File: config.mk
export PLATFORM = sky130hd
export DESIGN_NAME = alarm_supervisor
export DESIGN_NICKNAME = d
export VERILOG_FILES = /design/src/rtl/alarm_pkg.sv /design/src/rtl/alarm_supervisor.sv /design/src/rtl/alarm_axil.sv
export SDC_FILE = /design/constraint.sdc
export NUM_CORES = 1
export LEC_CHECK = 0
export ABC_AREA = 0
export ABC_CLOCK_PERIOD_IN_PS = 10400
export BUFFER_PORTS_ARGS = -buffer_cell sky130_fd_sc_hd__buf_2
export CAP_MARGIN = 40
export CORE_UTILIZATION = 60
export DETAILED_ROUTE_END_ITERATION = 7
export PLACE_DENSITY = 0.79
export SLEW_MARGIN = 30
export SYNTH_ARGS = -nofsm -noshare
export SYNTH_HDL_FRONTEND = slang
export SYNTH_HIERARCHICAL = 1
export SYNTH_SLANG_ARGS = --single-unit
File: constraint.sdc
create_clock -name mclk -period 10.4 [get_ports mclk]
set_input_delay 2.08 -clock mclk [delete_from_list [all_inputs] [get_ports mclk]]
set_output_delay 2.08 -clock mclk [all_outputs]
set_load 0.005 [all_outputs]
File: src/rtl/alarm_pkg.sv
package alarm_pkg;

   // Alarm codes shown while an alarm is latched.
   localparam logic [7:0] CODE_NONE = 8'h00;
   localparam logic [7:0] CODE_OVERCURRENT = 8'h20;
   localparam logic [7:0] CODE_OVERHEAT = 8'h21;
   localparam logic [7:0] CODE_OVERVOLT = 8'h22;
   localparam logic [7:0] CODE_UNDERVOLT = 8'h25;
   localparam logic [7:0] CODE_SENSOR = 8'h28;
   localparam logic [7:0] CODE_OVERLOAD = 8'h30;
   localparam logic [7:0] CODE_OVERSPEED = 8'h31;
   localparam logic [7:0] CODE_STORE = 8'h41;
   localparam logic [7:0] CODE_SENSOR_PWRON = 8'h42;
   localparam logic [7:0] CODE_PWRON_PREVENT = 8'h46;
   localparam logic [7:0] CODE_EXT_STOP = 8'h6e;

   // Register byte offsets on the AXI4-Lite bus.
   localparam logic [7:0] CTRL_OFFSET = 8'h00;
   localparam logic [7:0] STATUS_OFFSET = 8'h04;
   localparam logic [7:0] OVLTIME_OFFSET = 8'h08;

   // Control register field positions.
   localparam int RUNMODE_LSB = 0;
   localparam int PREVENT_EN_BIT = 2;
   localparam int EXTSTOP_EN_BIT = 3;
   localparam int FCLR_EN_BIT = 4;
   localparam int PANEL_RESET_BIT = 5;

   // Control reset: panel run, prevention enabled.
   localparam logic [5:0] CTRL_RESET = 6'h04;

   // Timing, the clock runs at 100 MHz.
   localparam longint CLK_HZ = 100000000;
   localparam longint OVL_MAX_S = 5;
   localparam longint OVL_MAX_CYC = OVL_MAX_S * CLK_HZ;
   localparam longint FCLR_MIN_MS = 10;
   localparam longint FCLR_MIN_CYC = FCLR_MIN_MS * CLK_HZ / 1000;
   localparam longint PWROFF_MIN_S = 60;
   localparam logic [31:0] OVLTIME_RESET = 32'h1dcd6500;

   // Run-signal source selection.
   typedef enum logic [1:0] {
      RUN_PANEL,
      RUN_LEVEL,
      RUN_EDGE
   } runmode_type;

   // Motor stop handling.
   typedef enum {
      ST_RUN,
      ST_COAST,
      ST_BRAKE,
      ST_RELEASED
   } stop_type;

endpackage

File: src/rtl/alarm_supervisor.sv
// Behaviour
// - Any alarm but external stop: coast, release hold, show code.
// - Overcurrent, store error cleared only by power.
// - External stop brakes, releases hold once stopped.
// - Each alarm reports its own code.
// - Excess driver current raises overcurrent.
// - Overtemperature raises main circuit overheat.
// - Supply above 120 percent raises overvoltage.
// - Supply below 60 percent raises undervoltage.
// - Speed above 4800 r/min raises overspeed.
// - Overload longer than set time raises overload.
// - Limited duty overload alarms within 5 s.
// - Cold motor start raises overload.
// - Open sensor at power-up raises alarm.
// - Corrupt or dead store raises store alarm.
// - Panel mode: run switch at power-up alarms.
// - External mode: run input at power-up alarms.
// - Power-on prevention only when enabled.
// - Outside fault input low raises external stop.
// - Resettable alarms clear by panel or input.
// - Warnings appear before their alarms.
// - Fault-clear acts on its falling edge.
// - Fault-clear ignored while run signal active.
//
// Register access over AXI4-Lite and the register offsets were chosen for this implementation.
`timescale 1ns/10ps
`default_nettype none
module alarm_supervisor
   import alarm_pkg::*;
#(
   parameter longint OVL_MAX_CYCLES = OVL_MAX_CYC
)
(
   // Clock and reset.
   input wire logic mclk,
   input wire logic rst_n,
   // Register bus, AXI4-Lite.
   input wire logic [7:0] awaddr,
   input wire logic awvalid,
   output logic awready,
   input wire logic [31:0] wdata,
   input wire logic [3:0] wstrb,
   input wire logic wvalid,
   output logic wready,
   output logic [1:0] bresp,
   output logic bvalid,
   input wire logic bready,
   input wire logic [7:0] araddr,
   input wire logic arvalid,
   output logic arready,
   output logic [31:0] rdata,
   output logic [1:0] rresp,
   output logic rvalid,
   input wire logic rready,
   // Fault detections, asynchronous.
   input wire logic overCurrentDet,
   input wire logic overTempAlarmDet,
   input wire logic overTempWarnDet,
   input wire logic overVoltDet,
   input wire logic underVoltDet,
   input wire logic overSpeedDet,
   input wire logic contOverloadDet,
   input wire logic limitedOverloadDet,
   input wire logic shaftLockDet,
   input wire logic overloadWarnDet,
   input wire logic coldStartDet,
   input wire logic sensorOpenDet,
   input wire logic storeFaultDet,
   input wire logic motorStoppedDet,
   // Operator inputs, asynchronous.
   input wire logic panelRunSwitch,
   input wire logic forward_run_input,
   input wire logic backward_run_input,
   input wire logic outside_fault_input,
   input wire logic faultClearInput,
   // Motor control outputs.
   output logic driveEnable,
   output logic brakeNow,
   output logic holdPower,
   output logic [7:0] alarmCode,
   output logic alarmActive,
   output logic warning
);

   // Synchroniser for every asynchronous input.
   localparam int NIN = 19;
   logic [NIN-1:0] rawIn; // Pins as they arrive.
   logic [NIN-1:0] syncA; // First stage, read only by the second.
   logic [NIN-1:0] syncB; // Clean, usable levels.

   assign rawIn = {overCurrentDet, overTempAlarmDet, overTempWarnDet,
      overVoltDet, underVoltDet, overSpeedDet, contOverloadDet,
      limitedOverloadDet, shaftLockDet, overloadWarnDet, coldStartDet,
      sensorOpenDet, storeFaultDet, motorStoppedDet, panelRunSwitch,
      forward_run_input, backward_run_input, outside_fault_input,
      faultClearInput};

   // Two flip-flops per input before any logic looks at it.
   generate
      for (genvar g = 0; g < NIN; g++) begin : gSync
         always_ff @(posedge mclk) begin
            if (!rst_n) begin
               syncA[g] <= 1'b0;
               syncB[g] <= 1'b0;
            end else begin
               syncA[g] <= rawIn[g];
               syncB[g] <= syncA[g];
            end
         end
      end
   endgenerate

   // Named views of the synchronised levels.
   logic sOverCur, sTempA, sTempW, sOverV, sUnderV, sOverSpd;
   logic sContOvl, sLimOvl, sLock, sOvlWarn, sCold, sSensor, sStore;
   logic sStopped, sPanelRun, sFwd, sBwd, sOutside, sClear;
   assign {sOverCur, sTempA, sTempW, sOverV, sUnderV, sOverSpd, sContOvl,
      sLimOvl, sLock, sOvlWarn, sCold, sSensor, sStore, sStopped,
      sPanelRun, sFwd, sBwd, sOutside, sClear} = syncB;

   // Register file.
   logic [5:0] ctrlReg; // Control bits.
   logic [31:0] ovlTimeReg; // Overload detection time in cycles.
   logic panelResetPulse; // Monitor-mode reset command.
   logic [31:0] statusWord; // Read-back of the block state.
   runmode_type runMode; // External run-signal setting.

   assign runMode = runmode_type'(ctrlReg[RUNMODE_LSB +: 2]);

   alarm_axil uBus (
      .mclk,
      .rst_n,
      .awaddr,
      .awvalid,
      .awready,
      .wdata,
      .wstrb,
      .wvalid,
      .wready,
      .bresp,
      .bvalid,
      .bready,
      .araddr,
      .arvalid,
      .arready,
      .rdata,
      .rresp,
      .rvalid,
      .rready,
      .ctrlReg,
      .ovlTimeReg,
      .panelResetPulse,
      .statusWord
   );

   // Run request active on the source selected by runMode.
   logic runActive;
   assign runActive = (runMode == RUN_PANEL) ? sPanelRun : (sFwd || sBwd);

   // Power-on checks wait two edges after reset,
   // because the synchronisers need them to fill.
   logic [1:0] startCnt_reg; // Counts settle cycles after reset.
   logic powerUpCheck; // One cycle, inputs valid.
   always_ff @(posedge mclk) begin
      if (!rst_n) begin
         startCnt_reg <= 2'd0;
      end else if (startCnt_reg != 2'd3) begin
         startCnt_reg <= startCnt_reg + 2'd1;
      end
   end
   assign powerUpCheck = (startCnt_reg == 2'd2);

   // Overload timer; limited duty or lock
   // caps the set time at five seconds.
   logic [31:0] ovlCnt_reg; // Cycles of overload so far.
   logic [31:0] ovlLimit; // Effective limit this cycle.
   logic ovlTrip; // Overload time exceeded.
   localparam logic [31:0] OVL_CAP = 32'(OVL_MAX_CYCLES);
   always_comb begin
      ovlLimit = ovlTimeReg;
      if ((sLimOvl || sLock) && ovlTimeReg > OVL_CAP) begin
         ovlLimit = OVL_CAP;
      end
   end
   always_ff @(posedge mclk) begin
      if (!rst_n) begin
         ovlCnt_reg <= 32'h0;
      end else if (sContOvl || sLimOvl || sLock) begin
         if (ovlCnt_reg != 32'hffffffff) begin
            ovlCnt_reg <= ovlCnt_reg + 32'h1;
         end
      end else begin
         ovlCnt_reg <= 32'h0;
      end
   end
   // A zero set time must not trip while no overload is present.
   assign ovlTrip = (sContOvl || sLimOvl || sLock)
      && (ovlCnt_reg >= ovlLimit);

   // Fault-clear acts on its falling edge
   // after a 10 ms hold with no run.
   logic clearPrev_reg; // Last sampled fault-clear level.
   logic [31:0] clearCnt_reg; // How long fault-clear has been high.
   logic clearVetoed_reg; // A run signal was seen during the hold.
   logic clearReq; // Valid reset request this cycle.
   localparam logic [31:0] FCLR_CYC = 32'(FCLR_MIN_CYC);
   always_ff @(posedge mclk) begin
      if (!rst_n) begin
         clearPrev_reg <= 1'b0;
         clearCnt_reg <= 32'h0;
         clearVetoed_reg <= 1'b0;
      end else begin
         clearPrev_reg <= sClear;
         if (!sClear) begin
            clearCnt_reg <= 32'h0;
            clearVetoed_reg <= 1'b0;
         end else begin
            if (clearCnt_reg != 32'hffffffff) begin
               clearCnt_reg <= clearCnt_reg + 32'h1;
            end
            if (runActive) begin
               clearVetoed_reg <= 1'b1;
            end
         end
      end
   end
   assign clearReq = (ctrlReg[FCLR_EN_BIT] && clearPrev_reg && !sClear
      && !clearVetoed_reg && !runActive
      && clearCnt_reg >= FCLR_CYC)
      || (panelResetPulse && !runActive);

   // Priority: the first active source names the alarm.
   logic [7:0] newCode; // Code of a new alarm, or none.
   always_comb begin
      newCode = CODE_NONE;
      if (sOverCur) begin
         newCode = CODE_OVERCURRENT;
      end else if (sStore) begin
         newCode = CODE_STORE;
      end else if (sOverV) begin
         newCode = CODE_OVERVOLT;
      end else if (sUnderV) begin
         newCode = CODE_UNDERVOLT;
      end else if (sTempA) begin
         newCode = CODE_OVERHEAT;
      end else if (sOverSpd) begin
         newCode = CODE_OVERSPEED;
      end else if (ovlTrip || (sCold && runActive)) begin
         newCode = CODE_OVERLOAD;
      end else if (sSensor && powerUpCheck) begin
         newCode = CODE_SENSOR_PWRON;
      end else if (sSensor && startCnt_reg == 2'd3) begin
         newCode = CODE_SENSOR;
      end else if (ctrlReg[EXTSTOP_EN_BIT] && !sOutside
         && startCnt_reg == 2'd3) begin
         newCode = CODE_EXT_STOP;
      end else if (ctrlReg[PREVENT_EN_BIT] && powerUpCheck
         && runActive) begin
         newCode = CODE_PWRON_PREVENT;
      end
   end

   // Latch: held until a permitted clear.
   logic alarmLatched; // An alarm is stored.
   logic powerOnly; // The stored alarm needs a power cycle.
   assign alarmLatched = (alarmCode != CODE_NONE);
   assign powerOnly = (alarmCode == CODE_OVERCURRENT)
      || (alarmCode == CODE_STORE);
   always_ff @(posedge mclk) begin
      if (!rst_n) begin
         alarmCode <= CODE_NONE;
         alarmActive <= 1'b0;
      end else if (!alarmLatched) begin
         alarmCode <= newCode;
         alarmActive <= (newCode != CODE_NONE);
      end else if (alarmCode == CODE_PWRON_PREVENT && !runActive) begin
         // Prevention clears once run drops.
         alarmCode <= CODE_NONE;
         alarmActive <= 1'b0;
      end else if (clearReq && !powerOnly) begin
         alarmCode <= CODE_NONE;
         alarmActive <= 1'b0;
      end
   end

   // Stop sequence: coast or brake, then drop holding power.
   stop_type stop_reg;
   always_ff @(posedge mclk) begin
      if (!rst_n) begin
         stop_reg <= ST_RUN;
      end else begin
         unique case (stop_reg)
            ST_RUN: begin
               if (newCode == CODE_EXT_STOP && !alarmLatched) begin
                  stop_reg <= ST_BRAKE;
               end else if (newCode != CODE_NONE && !alarmLatched) begin
                  stop_reg <= ST_COAST;
               end
            end
            ST_BRAKE: begin
               if (sStopped) begin
                  stop_reg <= ST_RELEASED;
               end
            end
            ST_COAST: stop_reg <= ST_RELEASED;
            ST_RELEASED: begin
               if (!alarmLatched) begin
                  stop_reg <= ST_RUN;
               end
            end
         endcase
      end
   end

   // Motor outputs, registered.
   always_ff @(posedge mclk) begin
      if (!rst_n) begin
         driveEnable <= 1'b0;
         brakeNow <= 1'b0;
         holdPower <= 1'b0;
      end else begin
         driveEnable <= (stop_reg == ST_RUN) && !alarmLatched
            && (newCode == CODE_NONE) && runActive;
         brakeNow <= (stop_reg == ST_BRAKE);
         holdPower <= (stop_reg == ST_RUN) || (stop_reg == ST_BRAKE);
      end
   end

   // Warnings use lower thresholds than alarms.
   always_ff @(posedge mclk) begin
      if (!rst_n) begin
         warning <= 1'b0;
      end else begin
         warning <= sTempW || sOvlWarn
            || (ovlCnt_reg != 32'h0 && !ovlTrip);
      end
   end

   assign statusWord = {16'h0, 2'b00, stop_reg == ST_BRAKE,
      stop_reg == ST_RUN, warning, powerOnly, alarmActive, driveEnable,
      alarmCode};

endmodule
`default_nettype wire

File: src/rtl/alarm_axil.sv
`timescale 1ns/10ps
`default_nettype none
// AXI4-Lite slave for the block's registers.
module alarm_axil
   import alarm_pkg::*;
(
   // Clock and reset.
   input wire logic mclk,
   input wire logic rst_n,
   // Write channels.
   input wire logic [7:0] awaddr,
   input wire logic awvalid,
   output logic awready,
   input wire logic [31:0] wdata,
   input wire logic [3:0] wstrb,
   input wire logic wvalid,
   output logic wready,
   output logic [1:0] bresp,
   output logic bvalid,
   input wire logic bready,
   // Read channels.
   input wire logic [7:0] araddr,
   input wire logic arvalid,
   output logic arready,
   output logic [31:0] rdata,
   output logic [1:0] rresp,
   output logic rvalid,
   input wire logic rready,
   // Register contents and status.
   output logic [5:0] ctrlReg,
   output logic [31:0] ovlTimeReg,
   output logic panelResetPulse,
   input wire logic [31:0] statusWord
);

   logic [7:0] awAddrReg; // Captured write address.
   logic awHeld; // Write address taken, waiting for data.
   logic [31:0] wDataReg; // Captured write data.
   logic [3:0] wStrbReg; // Captured strobes.
   logic wHeld; // Write data taken.
   logic doWrite; // Both halves present, no response pending.

   assign doWrite = awHeld && wHeld && !bvalid;
   assign awready = !awHeld;
   assign wready = !wHeld;
   assign arready = !rvalid;

   // Address and data are taken independently, in either order.
   always_ff @(posedge mclk) begin
      if (!rst_n) begin
         awHeld <= 1'b0;
         wHeld <= 1'b0;
         awAddrReg <= 8'h00;
         wDataReg <= 32'h0;
         wStrbReg <= 4'h0;
      end else begin
         if (awvalid && !awHeld) begin
            awHeld <= 1'b1;
            awAddrReg <= awaddr;
         end else if (doWrite) begin
            awHeld <= 1'b0;
         end
         if (wvalid && !wHeld) begin
            wHeld <= 1'b1;
            wDataReg <= wdata;
            wStrbReg <= wstrb;
         end else if (doWrite) begin
            wHeld <= 1'b0;
         end
      end
   end

   // Register writes; unmapped addresses give SLVERR.
   always_ff @(posedge mclk) begin
      if (!rst_n) begin
         ctrlReg <= CTRL_RESET;
         ovlTimeReg <= OVLTIME_RESET;
         panelResetPulse <= 1'b0;
         bvalid <= 1'b0;
         bresp <= 2'b00;
      end else begin
         panelResetPulse <= 1'b0;
         if (bvalid && bready) begin
            bvalid <= 1'b0;
         end
         if (doWrite) begin
            bvalid <= 1'b1;
            bresp <= 2'b00;
            if (awAddrReg == CTRL_OFFSET) begin
               if (wStrbReg[0]) begin
                  // The panel reset bit is a self-clearing command.
                  ctrlReg <= {1'b0, wDataReg[4:0]};
                  panelResetPulse <= wDataReg[PANEL_RESET_BIT];
               end
            end else if (awAddrReg == OVLTIME_OFFSET) begin
               for (int i = 0; i < 4; i++) begin
                  if (wStrbReg[i]) begin
                     ovlTimeReg[i*8 +: 8] <= wDataReg[i*8 +: 8];
                  end
               end
            end else if (awAddrReg != STATUS_OFFSET) begin
               bresp <= 2'b10;
            end
         end
      end
   end

   // Read path: one cycle after the address is taken.
   always_ff @(posedge mclk) begin
      if (!rst_n) begin
         rvalid <= 1'b0;
         rdata <= 32'h0;
         rresp <= 2'b00;
      end else if (arvalid && !rvalid) begin
         rvalid <= 1'b1;
         rresp <= 2'b00;
         unique case (araddr)
            CTRL_OFFSET: rdata <= {26'h0, ctrlReg};
            STATUS_OFFSET: rdata <= statusWord;
            OVLTIME_OFFSET: rdata <= ovlTimeReg;
            default: begin
               rdata <= 32'h0;
               rresp <= 2'b10;
            end
         endcase
      end else if (rvalid && rready) begin
         rvalid <= 1'b0;
      end
   end

endmodule
`default_nettype wire

==> flow_summary.rst, run 1 <==
.. list-table::
   :header-rows: 1

   * - Metric
     - Value
   * - Number of design rule violations left after detail routing
     - 0
   * - Largest net degree at the start of global routing
     - between 80 and 90
   * - Worst min-delay path class
     - register to register
   * - Number of instances in the placed design
     - 1645
   * - Final Util
     - 70.3%
   * - Initial core utilization
     - 61.1%
   * - Clock sink count
     - 240
   * - Worst slew margin relative to its limit
     - 50.2%
   * - Cell area power density
     - between 150 and 200 nW/um^2
   * - Leakage power
     - 5.27 nW
   * - Chip Width
     - 140 um
   * - Worst setup slack for register-to-register paths
     - 6.36 ns
   * - Data required, critical path
     - 10.82 ns
   * - Max Cap Viol
     - 0
   * - Signed area change from the synthesized netlist to the final layout
     - 15.1%
   * - Count of inserted antenna diode cells
     - 0
   * - Synthesized area per cell
     - 8.56 um^2
   * - ANT nets after route
     - 0
   * - Area of the die
     - a little under 20000 um^2
   * - Overall global routing resource usage
     - 27.5%
   * - Final worst-path cycle share
     - 38.8%
   * - Max Fclk
     - 0.248 GHz
   * - Switching power summed over all nets
     - 496 uW
   * - Clk slew on worst S/H paths
     - around 0.060 ns
   * - Part of the power in combinational logic
     - 8.6%
   * - Critical Path Sink Type
     - register
   * - Mean routed wirelength per cell
     - 15.9 um
   * - Met1 Wirelength
     - about 12000 um
   * - Kind of launch point of the worst setup path
     - register
   * - Cell area after technology mapping
     - roughly 11000 um^2
   * - End point of the most critical hold path
     - sTempW
   * - Post-Layout Inst Area
     - around 13000 um^2
   * - Area of placed instances
     - around 12000 um^2
   * - Site row count
     - 50
   * - Number of CTS-inserted buffers
     - 26
   * - Vert. Die Dim
     - 140 um
   * - Switching power as a share of total power
     - a little under a quarter
   * - TritonCTS clock tree
     - done
   * - Logic depth of the worst register-to-register path
     - 16
   * - Unrepaired setup endpoints after global routing
     - no
   * - Placeable core area
     - 18700 um^2
   * - Clock latency of the later-clocked register in the worst-skew pair
     - roughly 0.53 ns
   * - Worst-margin pin slew
     - 0.742 ns
   * - Portion of total power attributed to the clock network
     - 46.1%
   * - Max rail drop VDD
     - 0.140 mV
   * - Routed length on met2
     - around 12000 um
   * - Number of global-route vias before repair
     - around 9k
   * - Worst setup slack before clock tree synthesis
     - 6.41 ns
   * - Endpoint of the lowest-slack register-to-register path
     - stop_reg[0]
   * - Vias per inst
     - approximately 5.7
   * - Worst hold margin
     - 0.430 ns
   * - Type of the worst setup path
     - register to register
   * - Number of endpoints failing setup at the final stage
     - 0
   * - Total of hold buffers inserted after clock tree synthesis
     - 0
   * - Routed wire length on met3
     - 1510 um
   * - Syn. warnings
     - 6
   * - # nets final
     - 1562
   * - Post-detailed-routing wire length
     - 27000 um
   * - RR Startpoint
     - uBus/ovlTimeReg[16]
   * - Number of cells traversed by the worst hold path
     - 1
   * - Fraction of layout cells with a size suffix above 1
     - 14.9%
   * - Clock tree skew after final layout
     - 0.0239 ns
   * - Clock root buffer
     - clkbuf_16
   * - Synth Instances
     - 1335
   * - GP Congestion
     - 0.892
   * - Count of port buffers added during placement
     - around 130
   * - Final sum of negative setup slack
     - 0 ns
   * - Count of final max-slew check failures
     - 0
   * - Dpl hpwl
     - about 19000 um
   * - Total vias in the final route
     - about 9.7k
   * - Pwr Total
     - 2.14 mW
   * - Final critical path time including I/O delays and setup
     - 4.04 ns
   * - Non-filler instance count after layout
     - 1696
   * - Quantity of gates resized following cts
     - 0
   * - Initial drt markers
     - 689
   * - Total iterations of the first detailed-routing run
     - 5
   * - Number of I/O pins
     - 132
   * - Max clock buf depth
     - 3
   * - Internal Pwr Total
     - 1.65 mW
   * - Part of the total power dissipated in sequential elements
     - 45.3%
   * - Crit path setup slack, layout
     - between 6 and 7 ns
   * - Result of the run
     - finished, final reports clean
   * - Congestion Overflow GR
     - 0
   * - Hold violation total from the final report
     - 0
   * - Arrival @ worst endpoint
     - 4.46 ns
   * - Maximum fanout encountered on the critical timing path
     - 15
   * - Startpoint of the most critical hold path
     - syncA[16]
   * - H-Tree Level Count
     - 1
   * - Initial antenna violation count
     - 0
   * - Highest Signal Layer
     - met4
   * - Post-CTS setup buffers
     - 0
   * - Global-route wire length before repair
     - 44200 um
==> worst max-delay path, stage by stage, from the launching register on <==
cell and delay [ns]:
dfxtp_1 0.43, nor4b_1 0.28, nand3_1 0.12, o311ai_0 0.33, a21oi_1 0.09, o31ai_1 0.27
a211o_1 0.45, nand3_1 0.14, ha_1 0.30, nor2b_1 0.13, o211a_1 0.20, a211oi_1 0.21
o21ai_0 0.13, a211oi_1 0.22, buf_4 0.25, a31oi_1 0.13, o221a_1 0.25
==> final cells by class <==
cell class | instances | area, um^2
Multi-Input combinational cell | 1005 | 6240
Tap cell | 234 | 293
Inverter | 27 | 103
Timing Repair Buffer | 143 | 766
Clock inverter | 8 | 154
Sequential cell | 240 | 4800
Fill cell | 1461 | 5560
Clock buffer | 39 | 790
==> layer usage <==
metal,up-vias,global-route usage [%]
met1,4426,37.5
met4,0,10.8
met2,341,44.3
li1,4851,-
met5,-,0
met3,71,3.42
==> worst max-delay path by stage <==
stage	startpoint	endpoint	depth (start not counted)
final	uBus/ovlTimeReg[16]	stop_reg[0]	16
after detailed placement	uBus/ovlTimeReg[8]	stop_reg[0]	16
after CTS	uBus/ovlTimeReg[8]	stop_reg[0]	16
after global routing	uBus/ovlTimeReg[16]	stop_reg[0]	16
after global placement	rst_n	uBus/ovlTimeReg[27]	5
after floorplan	uBus/ovlTimeReg[8]	stop_reg[0]	17
==> power groups by stage <==
stage | logic [mW] | clock network, mW | registers, mW
after global routing | 0.204 | 1.04 | 0.974
after global placement | 0.177 | 0 | 0.990
after detailed placement | 0.181 | 0 | 0.992
after CTS | 0.182 | 1.00 | 0.972
after floorplan | 0.138 | 0 | 0.985
final | 0.185 | 0.988 | 0.972
==> cell usage in the layout, fill, tap and decap left out, types with 28 or more instances in the layout <==
master / n
ha_1: 41
nand2_1: 199
buf_2: 128
and3b_1: 54
xor2_1: 33
mux2i_1: 45
nor2_1: 137
and2_1: 44
a21oi_1: 97
nor3_1: 28
nand3_1: 50
dfxtp_1: 240
No activity file was read; power rests on OpenSTA's default activity.
==> run 2: changes to the inputs <==
--- a/config.mk
+++ b/config.mk
@@ -6,12 +6,12 @@
 export NUM_CORES = 1
 export LEC_CHECK = 0
 export ABC_AREA = 0
-export ABC_CLOCK_PERIOD_IN_PS = 10400
+export ABC_CLOCK_PERIOD_IN_PS = 3950
 export BUFFER_PORTS_ARGS = -buffer_cell sky130_fd_sc_hd__buf_2
 export CAP_MARGIN = 40
-export CORE_UTILIZATION = 60
+export CORE_UTILIZATION = 59
 export DETAILED_ROUTE_END_ITERATION = 7
-export PLACE_DENSITY = 0.79
+export PLACE_DENSITY = 0.77
 export SLEW_MARGIN = 30
 export SYNTH_ARGS = -nofsm -noshare
 export SYNTH_HDL_FRONTEND = slang
==> constraint.sdc (replaced) <==
create_clock -name mclk -period 3.95 [get_ports mclk]
set_input_delay 0.79 -clock mclk [delete_from_list [all_inputs] [get_ports mclk]]
set_output_delay 0.79 -clock mclk [all_outputs]
set_load 0.005 [all_outputs]
==> run 2 against run 1 <==
Compared with the run above: clock skew decreased by 0.012 ns; first-iteration DRC count decreased by 2.0%; die area increased by 1.7%; wire length increased by 4.2%; worst hold slack improved by 0.0023 ns; clock power increased by 130%; cell count increased by 2.7%; non-clock buffer count increased by 22; final area increased by 1.1%; worst setup slack got worse by 6.2 ns; clock-buffer cell count decreased by 6; fmax increased by 6.8%; largest cell class unchanged.
==> flow_summary.rst, run 2 (synthesis results as in run 1) <==
.. list-table::
   :header-rows: 1

   * - Metric
     - Value
   * - Total iterations of the first detailed-routing run
     - 7 (+2)
   * - Max clock buf depth
     - 3 (unchanged)
   * - Vias per inst
     - 5.66 (-0.92%)
   * - Max rail drop VDD
     - 0.442 mV (+220%)
   * - Total vias in the final route
     - 9855 (+1.7%)
   * - Number of global-route vias before repair
     - 8969 (-0.14%)
   * - Ordered cell list for the critical path
     - nor4bb_4 > nand3_1 > o311ai_1 > a21oi_1 > o31ai_2 > a211o_4 > buf_6 > nand3_1 > ha_1 > a21oi_1 > o21ai_0 > a21oi_1 > nor2_1 > a211oi_2 > buf_4 > a31oi_1 > o221a_1
   * - Cell class contributing the biggest share of worst-path delay
     - compound AO/OA/AOI/OAI gates
   * - Dpl hpwl
     - 19700 um (+5.3%)
   * - Mean routed wirelength per cell
     - 16.1 um (+1.5%)
   * - Number of CTS-inserted buffers
     - 25 (-3.8%)
   * - # nets final
     - 1583 (+1.3%)
   * - ANT nets after route
     - 0 (unchanged)
   * - Post-detailed-routing wire length
     - 28100 um (+4.2%)
   * - Area of the die
     - 19900 um^2 (+1.7%)
   * - Post-Layout Inst Area
     - 13300 um^2 (+1.1%)
   * - Logic depth of the worst register-to-register path
     - 17 (+1)
   * - Fill cell count
     - 1481 (+1.4%)
   * - Result of the run
     - finished, final reports clean
   * - Number of endpoints failing setup at the final stage
     - 0 (unchanged)
   * - Most frequent standard cell in the layout excluding fill and tap cells
     - dfxtp_1
   * - Storage element area
     - 4810 um^2 (+0.13%)
   * - Global-route wire length before repair
     - 45100 um (+1.9%)
   * - Unrepaired setup endpoints after global routing
     - no
   * - Signed area change from the synthesized netlist to the final layout
     - 16.3%
   * - Clock root buffer
     - clkbuf_16
   * - Chip Width
     - 141 um (+0.83%)
   * - Vert. Die Dim
     - 141 um (+0.83%)
   * - Hold violation total from the final report
     - 0 (unchanged)
   * - H-Tree Level Count
     - 1 (unchanged)
   * - Number of I/O pins
     - 132 (unchanged)
   * - Maximum fanout encountered on the critical timing path
     - 9 (-6)
   * - Kind of launch point of the worst setup path
     - register
   * - Most used cells in the layout excluding fill and tap cells
     - 237 x dfxtp_1, 200 x nand2_1, 137 x nor2_1
   * - Max Fclk
     - 0.264 GHz (+6.8%)
   * - Number of design rule violations left after detail routing
     - 0 (unchanged)
   * - Area of placed instances
     - 12300 um^2 (+1.5%)
   * - Clock tree skew after final layout
     - 0.0122 ns (-0.0116 ns)
   * - Part of the power in combinational logic
     - 9.3% (+0.7 points)
   * - Area used by multi-input combinational logic
     - 6310 um^2 (+1.2%)
   * - Clock latency of the later-clocked register in the worst-skew pair
     - 0.53 ns (about the same)
   * - Leakage power
     - 5.35 nW (+1.6%)
   * - Final critical path time including I/O delays and setup
     - 3.78 ns (-0.257 ns)
   * - Post-CTS setup buffers
     - 0 (unchanged)
   * - Count of final max-slew check failures
     - 0 (unchanged)
   * - Max Cap Viol
     - 0 (unchanged)
   * - Fraction of layout cells with a size suffix above 1
     - 16.6% (+1.7 points)
   * - TritonCTS clock tree
     - done
   * - Number of cells on the critical path
     - 17 (+1)
   * - Internal Pwr Total
     - 4.00 mW (+140%)
   * - Clock sink count
     - 240 (unchanged)
   * - Worst hold margin
     - 0.432 ns (+0.00225 ns)
   * - Critical Path Sink Type
     - register
   * - Worst-margin pin slew
     - 0.884 ns (+0.143 ns)
   * - Met1 usage in global routing
     - 37.3% (-0.13 points)
   * - Overall global routing resource usage
     - 28.1% (+0.62 points)
   * - Switching power as a share of total power
     - 24.6% (+1.5 points)
   * - Initial core utilization
     - 60.7% (-0.41 points)
   * - Placeable core area
     - 18800 um^2 (+0.67%)
   * - Arrival @ worst endpoint
     - 4.20 ns (-0.26 ns)
   * - Initial antenna violation count
     - 0 (unchanged)
   * - GP Congestion
     - 0.988 (+11%)
   * - Met3 Track Usage GR
     - 3.74% (+0.32 points)
   * - Site row count
     - 50 (unchanged)
   * - Congestion Overflow GR
     - 0 (unchanged)
   * - Count of port buffers added during placement
     - 128 (unchanged)
   * - Count of inserted antenna diode cells
     - 0 (unchanged)
   * - Clk slew on worst S/H paths
     - 0.06 ns (about the same)
   * - Final worst-path cycle share
     - 95.7% (+57 points)
   * - Non-filler instance count after layout
     - 1741 (+2.7%)
   * - Cell area power density
     - 399 nW/um^2 (+140%)
   * - Most Frequent Cell on Critical Path
     - a21oi_1
   * - Stage delay of the slowest cell on the critical path
     - 0.37 ns (-0.08 ns)
   * - Data required, critical path
     - 4.37 ns (-6.45 ns)
   * - Type of the worst setup path
     - register to register
   * - Worst slew margin relative to its limit
     - 40.8% (-9.4 points)
   * - Grt met2 use
     - 46.9% (+2.6 points)
   * - Number of cells traversed by the worst hold path
     - 1 (unchanged)
   * - Final sum of negative setup slack
     - 0 ns (unchanged)
   * - Portion of total power attributed to the clock network
     - 42.5% (-3.6 points)
   * - Layer with the highest usage
     - met2
   * - Number of instances in the placed design
     - 1691 (+2.8%)
   * - Switching power summed over all nets
     - 1.30 mW (+160%)
   * - Cell with the largest stage delay on the worst path
     - o31ai_2
   * - Initial drt markers
     - 675 (-2.0%)
   * - Worst min-delay path class
     - register to register
   * - Largest net degree at the start of global routing
     - 103 (+20%)
   * - Part of the total power dissipated in sequential elements
     - 48.2% (+2.9 points)
   * - Worst path buffer plus inverter count
     - 2 (+1)
[run 2: area by class of cell]
| cell class | instances | share of cell area [%] |
|---|---|---|
| Clock inverter | 11 | 0.744 |
| Clock buffer | 33 | 5.16 |
| Tap cell | 260 | 2.45 |
| Inverter | 27 | 0.772 |
| Multi-Input combinational cell | 1005 | 47.5 |
| Timing Repair Buffer | 165 | 7.19 |
| Sequential cell | 240 | 36.2 |
[run 2: final timing paths]
| kind | slack, ns | end | startpoint |
|---|---|---|---|
| max | 0.17 | stop_reg[0] | uBus/ovlTimeReg[9] |
| max reg2reg | 0.17 | stop_reg[0] | uBus/ovlTimeReg[9] |
| min | 0.43 | sBwd | syncA[2] |
| min reg2reg | 0.43 | sBwd | syncA[2] |
[run 2: power by group through the flow]
stage	clock network, mW	registers [mW]	logic [mW]
floorplan	0	2.59	0.365
global placement	0	2.61	0.472
detailed placement	0	2.61	0.483
CTS	2.28	2.56	0.486
global route	2.38	2.56	0.549
finish	2.25	2.56	0.495
[run 2: repair_timing]
item                       in CTS  in global routing
setup endpoints to repair       1                 11
cloned                          0                  1
hold buffers                    0                  0
resized for setup               1                 20
pin swaps                       0                  5
[run 2: per-layer routing]
layer / up-vias / wire length [um]
li1: 4909 / -
met1: 4534 / 12700
met2: 345 / 12900
met3: 67 / 1660
met4: 0 / 833
met5: - / 0
[run 2: worst register-to-register path, cell delays in order, from the launching register on]
cell	delay (ns)
dfxtp_1	0.36
nor4bb_4	0.28
nand3_1	0.11
o311ai_1	0.24
a21oi_1	0.08
o31ai_2	0.37
a211o_4	0.26
buf_6	0.14
nand3_1	0.10
ha_1	0.31
a21oi_1	0.14
o21ai_0	0.11
a21oi_1	0.20
nor2_1	0.07
a211oi_2	0.30
buf_4	0.23
a31oi_1	0.12
o221a_1	0.25
[run 2: per-stage QoR]
stage / util (%) / power, mW / setup WS (ns)
3_5_place_dp: 65.6 / 3.09 / 0.00168
2_1_floorplan: - / 2.96 / 0.0767
6_report: 70.6 / 5.30 / 0.169
3_3_place_gp: 65.5 / 3.08 / 0.0443
4_1_cts: 69.7 / 5.33 / 0.0638
5_1_grt: 70.6 / 5.49 / 0.00830
==> run 3: changes to the inputs <==
--- a/config.mk
+++ b/config.mk
@@ -9,9 +9,11 @@
 export ABC_CLOCK_PERIOD_IN_PS = 3950
 export BUFFER_PORTS_ARGS = -buffer_cell sky130_fd_sc_hd__buf_2
 export CAP_MARGIN = 40
-export CORE_UTILIZATION = 59
+export CELL_PAD_IN_SITES_DETAIL_PLACEMENT = 0
+export CELL_PAD_IN_SITES_GLOBAL_PLACEMENT = 1
+export CORE_UTILIZATION = 44
 export DETAILED_ROUTE_END_ITERATION = 7
-export PLACE_DENSITY = 0.77
+export PLACE_DENSITY = 0.76
 export SLEW_MARGIN = 30
 export SYNTH_ARGS = -nofsm -noshare
 export SYNTH_HDL_FRONTEND = slang
==> run 3 against run 2 <==
Compared with the run above: register-to-register slack improved by 0.03 ns; die area grew 34%; worst hold slack hardly changed; power rose by 4.6%; wire length is 5.8% higher; via count is 2.8% lower; critical path depth up 1; sequential power barely moved; sequential share of layout area is 0.46 points lower; largest power group unchanged; highest routed layer unchanged.
==> flow_summary.rst, run 3 (synthesis results as in run 1) <==
.. list-table::
   :header-rows: 1

   * - Metric
     - Value
   * - Clock tree skew after final layout
     - 0.00973 ns (-0.00252 ns)
   * - Non-filler instance count after layout
     - 1817 (+4.4%)
   * - Post-Layout Inst Area
     - 13500 um^2 (+1.3%)
   * - Kind of launch point of the worst setup path
     - register
   * - Arrival @ worst endpoint
     - 4.19 ns (about the same)
   * - Max Fclk
     - 0.266 GHz (+0.68%)
   * - Largest net degree at the start of global routing
     - 61 (-41%)
   * - Max rail drop VDD
     - 0.291 mV (-34%)
   * - Crit path setup slack, layout
     - 0.194 ns (+0.0255 ns)
   * - TritonCTS clock tree
     - done
   * - Dpl hpwl
     - 21100 um (+7.0%)
   * - Leakage power
     - 5.38 nW (+0.46%)
   * - Number of CTS-inserted buffers
     - 27 (+8.0%)
   * - # nets final
     - 1586 (+0.19%)
   * - ANT nets after route
     - 0 (unchanged)
   * - Number of design rule violations left after detail routing
     - 0 (unchanged)
   * - Mean routed wirelength per cell
     - 16.4 um (+1.4%)
   * - Number of instances in the placed design
     - 1764 (+4.3%)
   * - Chip Width
     - 163 um (+16%)
   * - Most used cells in the layout excluding fill and tap cells
     - 235 x dfxtp_1, 200 x nand2_1, 137 x nor2_1
   * - Worst min-delay path class
     - register to register
   * - Placeable core area
     - 25300 um^2 (+34%)
   * - Initial drt markers
     - 675 (unchanged)
   * - Post-detailed-routing wire length
     - 29800 um (+5.8%)
   * - Critical Path Sink Type
     - register
   * - Type of the worst setup path
     - register to register
   * - Final Util
     - 53.2% (-17 points)
   * - Final critical path time including I/O delays and setup
     - 3.76 ns (-0.0255 ns)
   * - Congestion Overflow GR
     - 0 (unchanged)
   * - Worst setup slack before clock tree synthesis
     - 0.0289 ns (+0.0272 ns)
   * - Global-route wire length before repair
     - 47700 um (+5.8%)
   * - Data required, critical path
     - 4.39 ns (+0.02 ns)
   * - Number of endpoints failing setup at the final stage
     - 0 (unchanged)
   * - Clock latency of the later-clocked register in the worst-skew pair
     - 0.55 ns (+0.02 ns)
   * - Clock root buffer
     - clkbuf_16
   * - Maximum fanout encountered on the critical timing path
     - 6 (-3)
   * - H-Tree Level Count
     - 1 (unchanged)
   * - Hold violation total from the final report
     - 0 (unchanged)
   * - Total of hold buffers inserted after clock tree synthesis
     - 0 (unchanged)
   * - Cell area power density
     - 412 nW/um^2 (+3.2%)
   * - Area of the die
     - 26600 um^2 (+34%)
   * - Overall global routing resource usage
     - 22.4% (-5.7 points)
   * - Clock sink count
     - 240 (unchanged)
   * - Site row count
     - 58 (+16%)
   * - Count of final max-slew check failures
     - 0 (unchanged)
   * - Initial antenna violation count
     - 0 (unchanged)
   * - Vert. Die Dim
     - 163 um (+16%)
   * - Max Cap Viol
     - 0 (unchanged)
   * - Number of I/O pins
     - 132 (unchanged)
   * - Switching power as a share of total power
     - 25.0% (+0.38 points)
   * - Worst-margin pin slew
     - 0.791 ns (-0.0933 ns)
   * - Total vias in the final route
     - 9577 (-2.8%)
   * - Total iterations of the first detailed-routing run
     - 5 (-2)
   * - Portion of total power attributed to the clock network
     - 45.1% (+2.6 points)
   * - Worst slew margin relative to its limit
     - 46.9% (+6.0 points)
   * - Vias per inst
     - 5.27 (-6.9%)
   * - Fill cell count
     - 2459 (+66%)
   * - GP Congestion
     - 0.909 (-8.0%)
   * - Final worst-path cycle share
     - 95.1% (-0.65 points)
   * - Switching power summed over all nets
     - 1.38 mW (+6.2%)
   * - Result of the run
     - finished, final reports clean
   * - Count of inserted antenna diode cells
     - 0 (unchanged)
   * - Fraction of layout cells with a size suffix above 1
     - 17.2% (+0.61 points)
   * - Most frequent standard cell in the layout excluding fill and tap cells
     - dfxtp_1
   * - Initial core utilization
     - 45.1% (-16 points)
   * - Max clock buf depth
     - 3 (unchanged)
   * - Count of port buffers added during placement
     - 128 (unchanged)
   * - Part of the power in combinational logic
     - 8.8% (-0.5 points)
   * - Internal Pwr Total
     - 4.16 mW (+4.1%)
   * - Clk slew on worst S/H paths
     - 0.06 ns (about the same)
   * - Number of global-route vias before repair
     - 8993 (+0.27%)
   * - Signed area change from the synthesized netlist to the final layout
     - 17.9%
   * - Part of the total power dissipated in sequential elements
     - 46.1% (-2.1 points)
   * - Area of placed instances
     - 12500 um^2 (+0.92%)
[run 3: cell count changes in the layout (fill, tap and decap cells not counted), moves of 2 or more]
cell	before	now
clkinv_4	0	2
dfxtp_1	237	235
clkbuf_16	25	27
clkinvlp_4	0	5
dfxtp_2	2	4
clkbuf_1	5	3
clkinv_2	9	6
buf_4	31	35
[run 3: final timing paths]
kind	start	end	slack, ns	depth (start not counted)
max	uBus/ovlTimeReg[4]	stop_reg[0]	0.19	18
min	syncA[13]	sOverSpd	0.43	1
max reg2reg	uBus/ovlTimeReg[4]	stop_reg[0]	0.19	18
min reg2reg	syncA[13]	sOverSpd	0.43	1
[run 3: power groups by stage]
stage,combinational (mW),sequential (mW),clock [mW]
2_1_floorplan,0.365,2.59,0
3_3_place_gp,0.486,2.61,0
3_5_place_dp,0.490,2.61,0
4_1_cts,0.492,2.56,2.57
5_1_grt,0.551,2.56,2.67
6_report,0.491,2.56,2.50
[run 3: area by class of cell]
class,count,area [um^2],share of cell area (%)
inverter,27,103,0.762
multi-input combinational,1005,6300,46.8
tap,330,413,3.07
sequential,240,4810,35.7
timing repair buffer,166,942,7.00
clock buffer,33,728,5.41
clock inverter,16,169,1.25
[run 3: worst max-delay path: stages (launching register included)]
cell,delay [ns]
dfxtp_2,0.35
nor4b_4,0.29
nand3_1,0.12
o311ai_2,0.23
a21oi_1,0.09
o31ai_2,0.31
a211o_2,0.26
buf_4,0.14
nand3_1,0.08
ha_1,0.32
a21oi_1,0.13
o21ai_0,0.10
a221oi_1,0.28
a21oi_1,0.14
a211oi_2,0.17
buf_4,0.17
buf_6,0.14
a31oi_1,0.11
o221a_1,0.24
[run 3: through the flow]
stage	total power, mW	hold slack [ns]	setup TNS (ns)
finish	5.55	0.432	0
global route	5.78	0.437	-0.0203
CTS	5.61	0.418	0
detailed placement	3.10	0.417	0
global placement	3.09	0.413	0
floorplan	2.96	0.412	0
[run 3: per-layer routing]
metal  global-route usage, %  vias up  share of wire (%)  wire length (um)
met3                    3.63       44                4.9              1460
li1                        -     4908                  -                 -
met5                       0        -                  0                 0
met4                    5.99        0                2.1               618
met2                    35.6      213                 45             13300
met1                    31.2     4412                 48             14300
[run 3: timing repair]
action                                  CTS  global route
endpoints found under the setup margin    0            11
buffers inserted                          0             2
gates resized for setup                   0            22
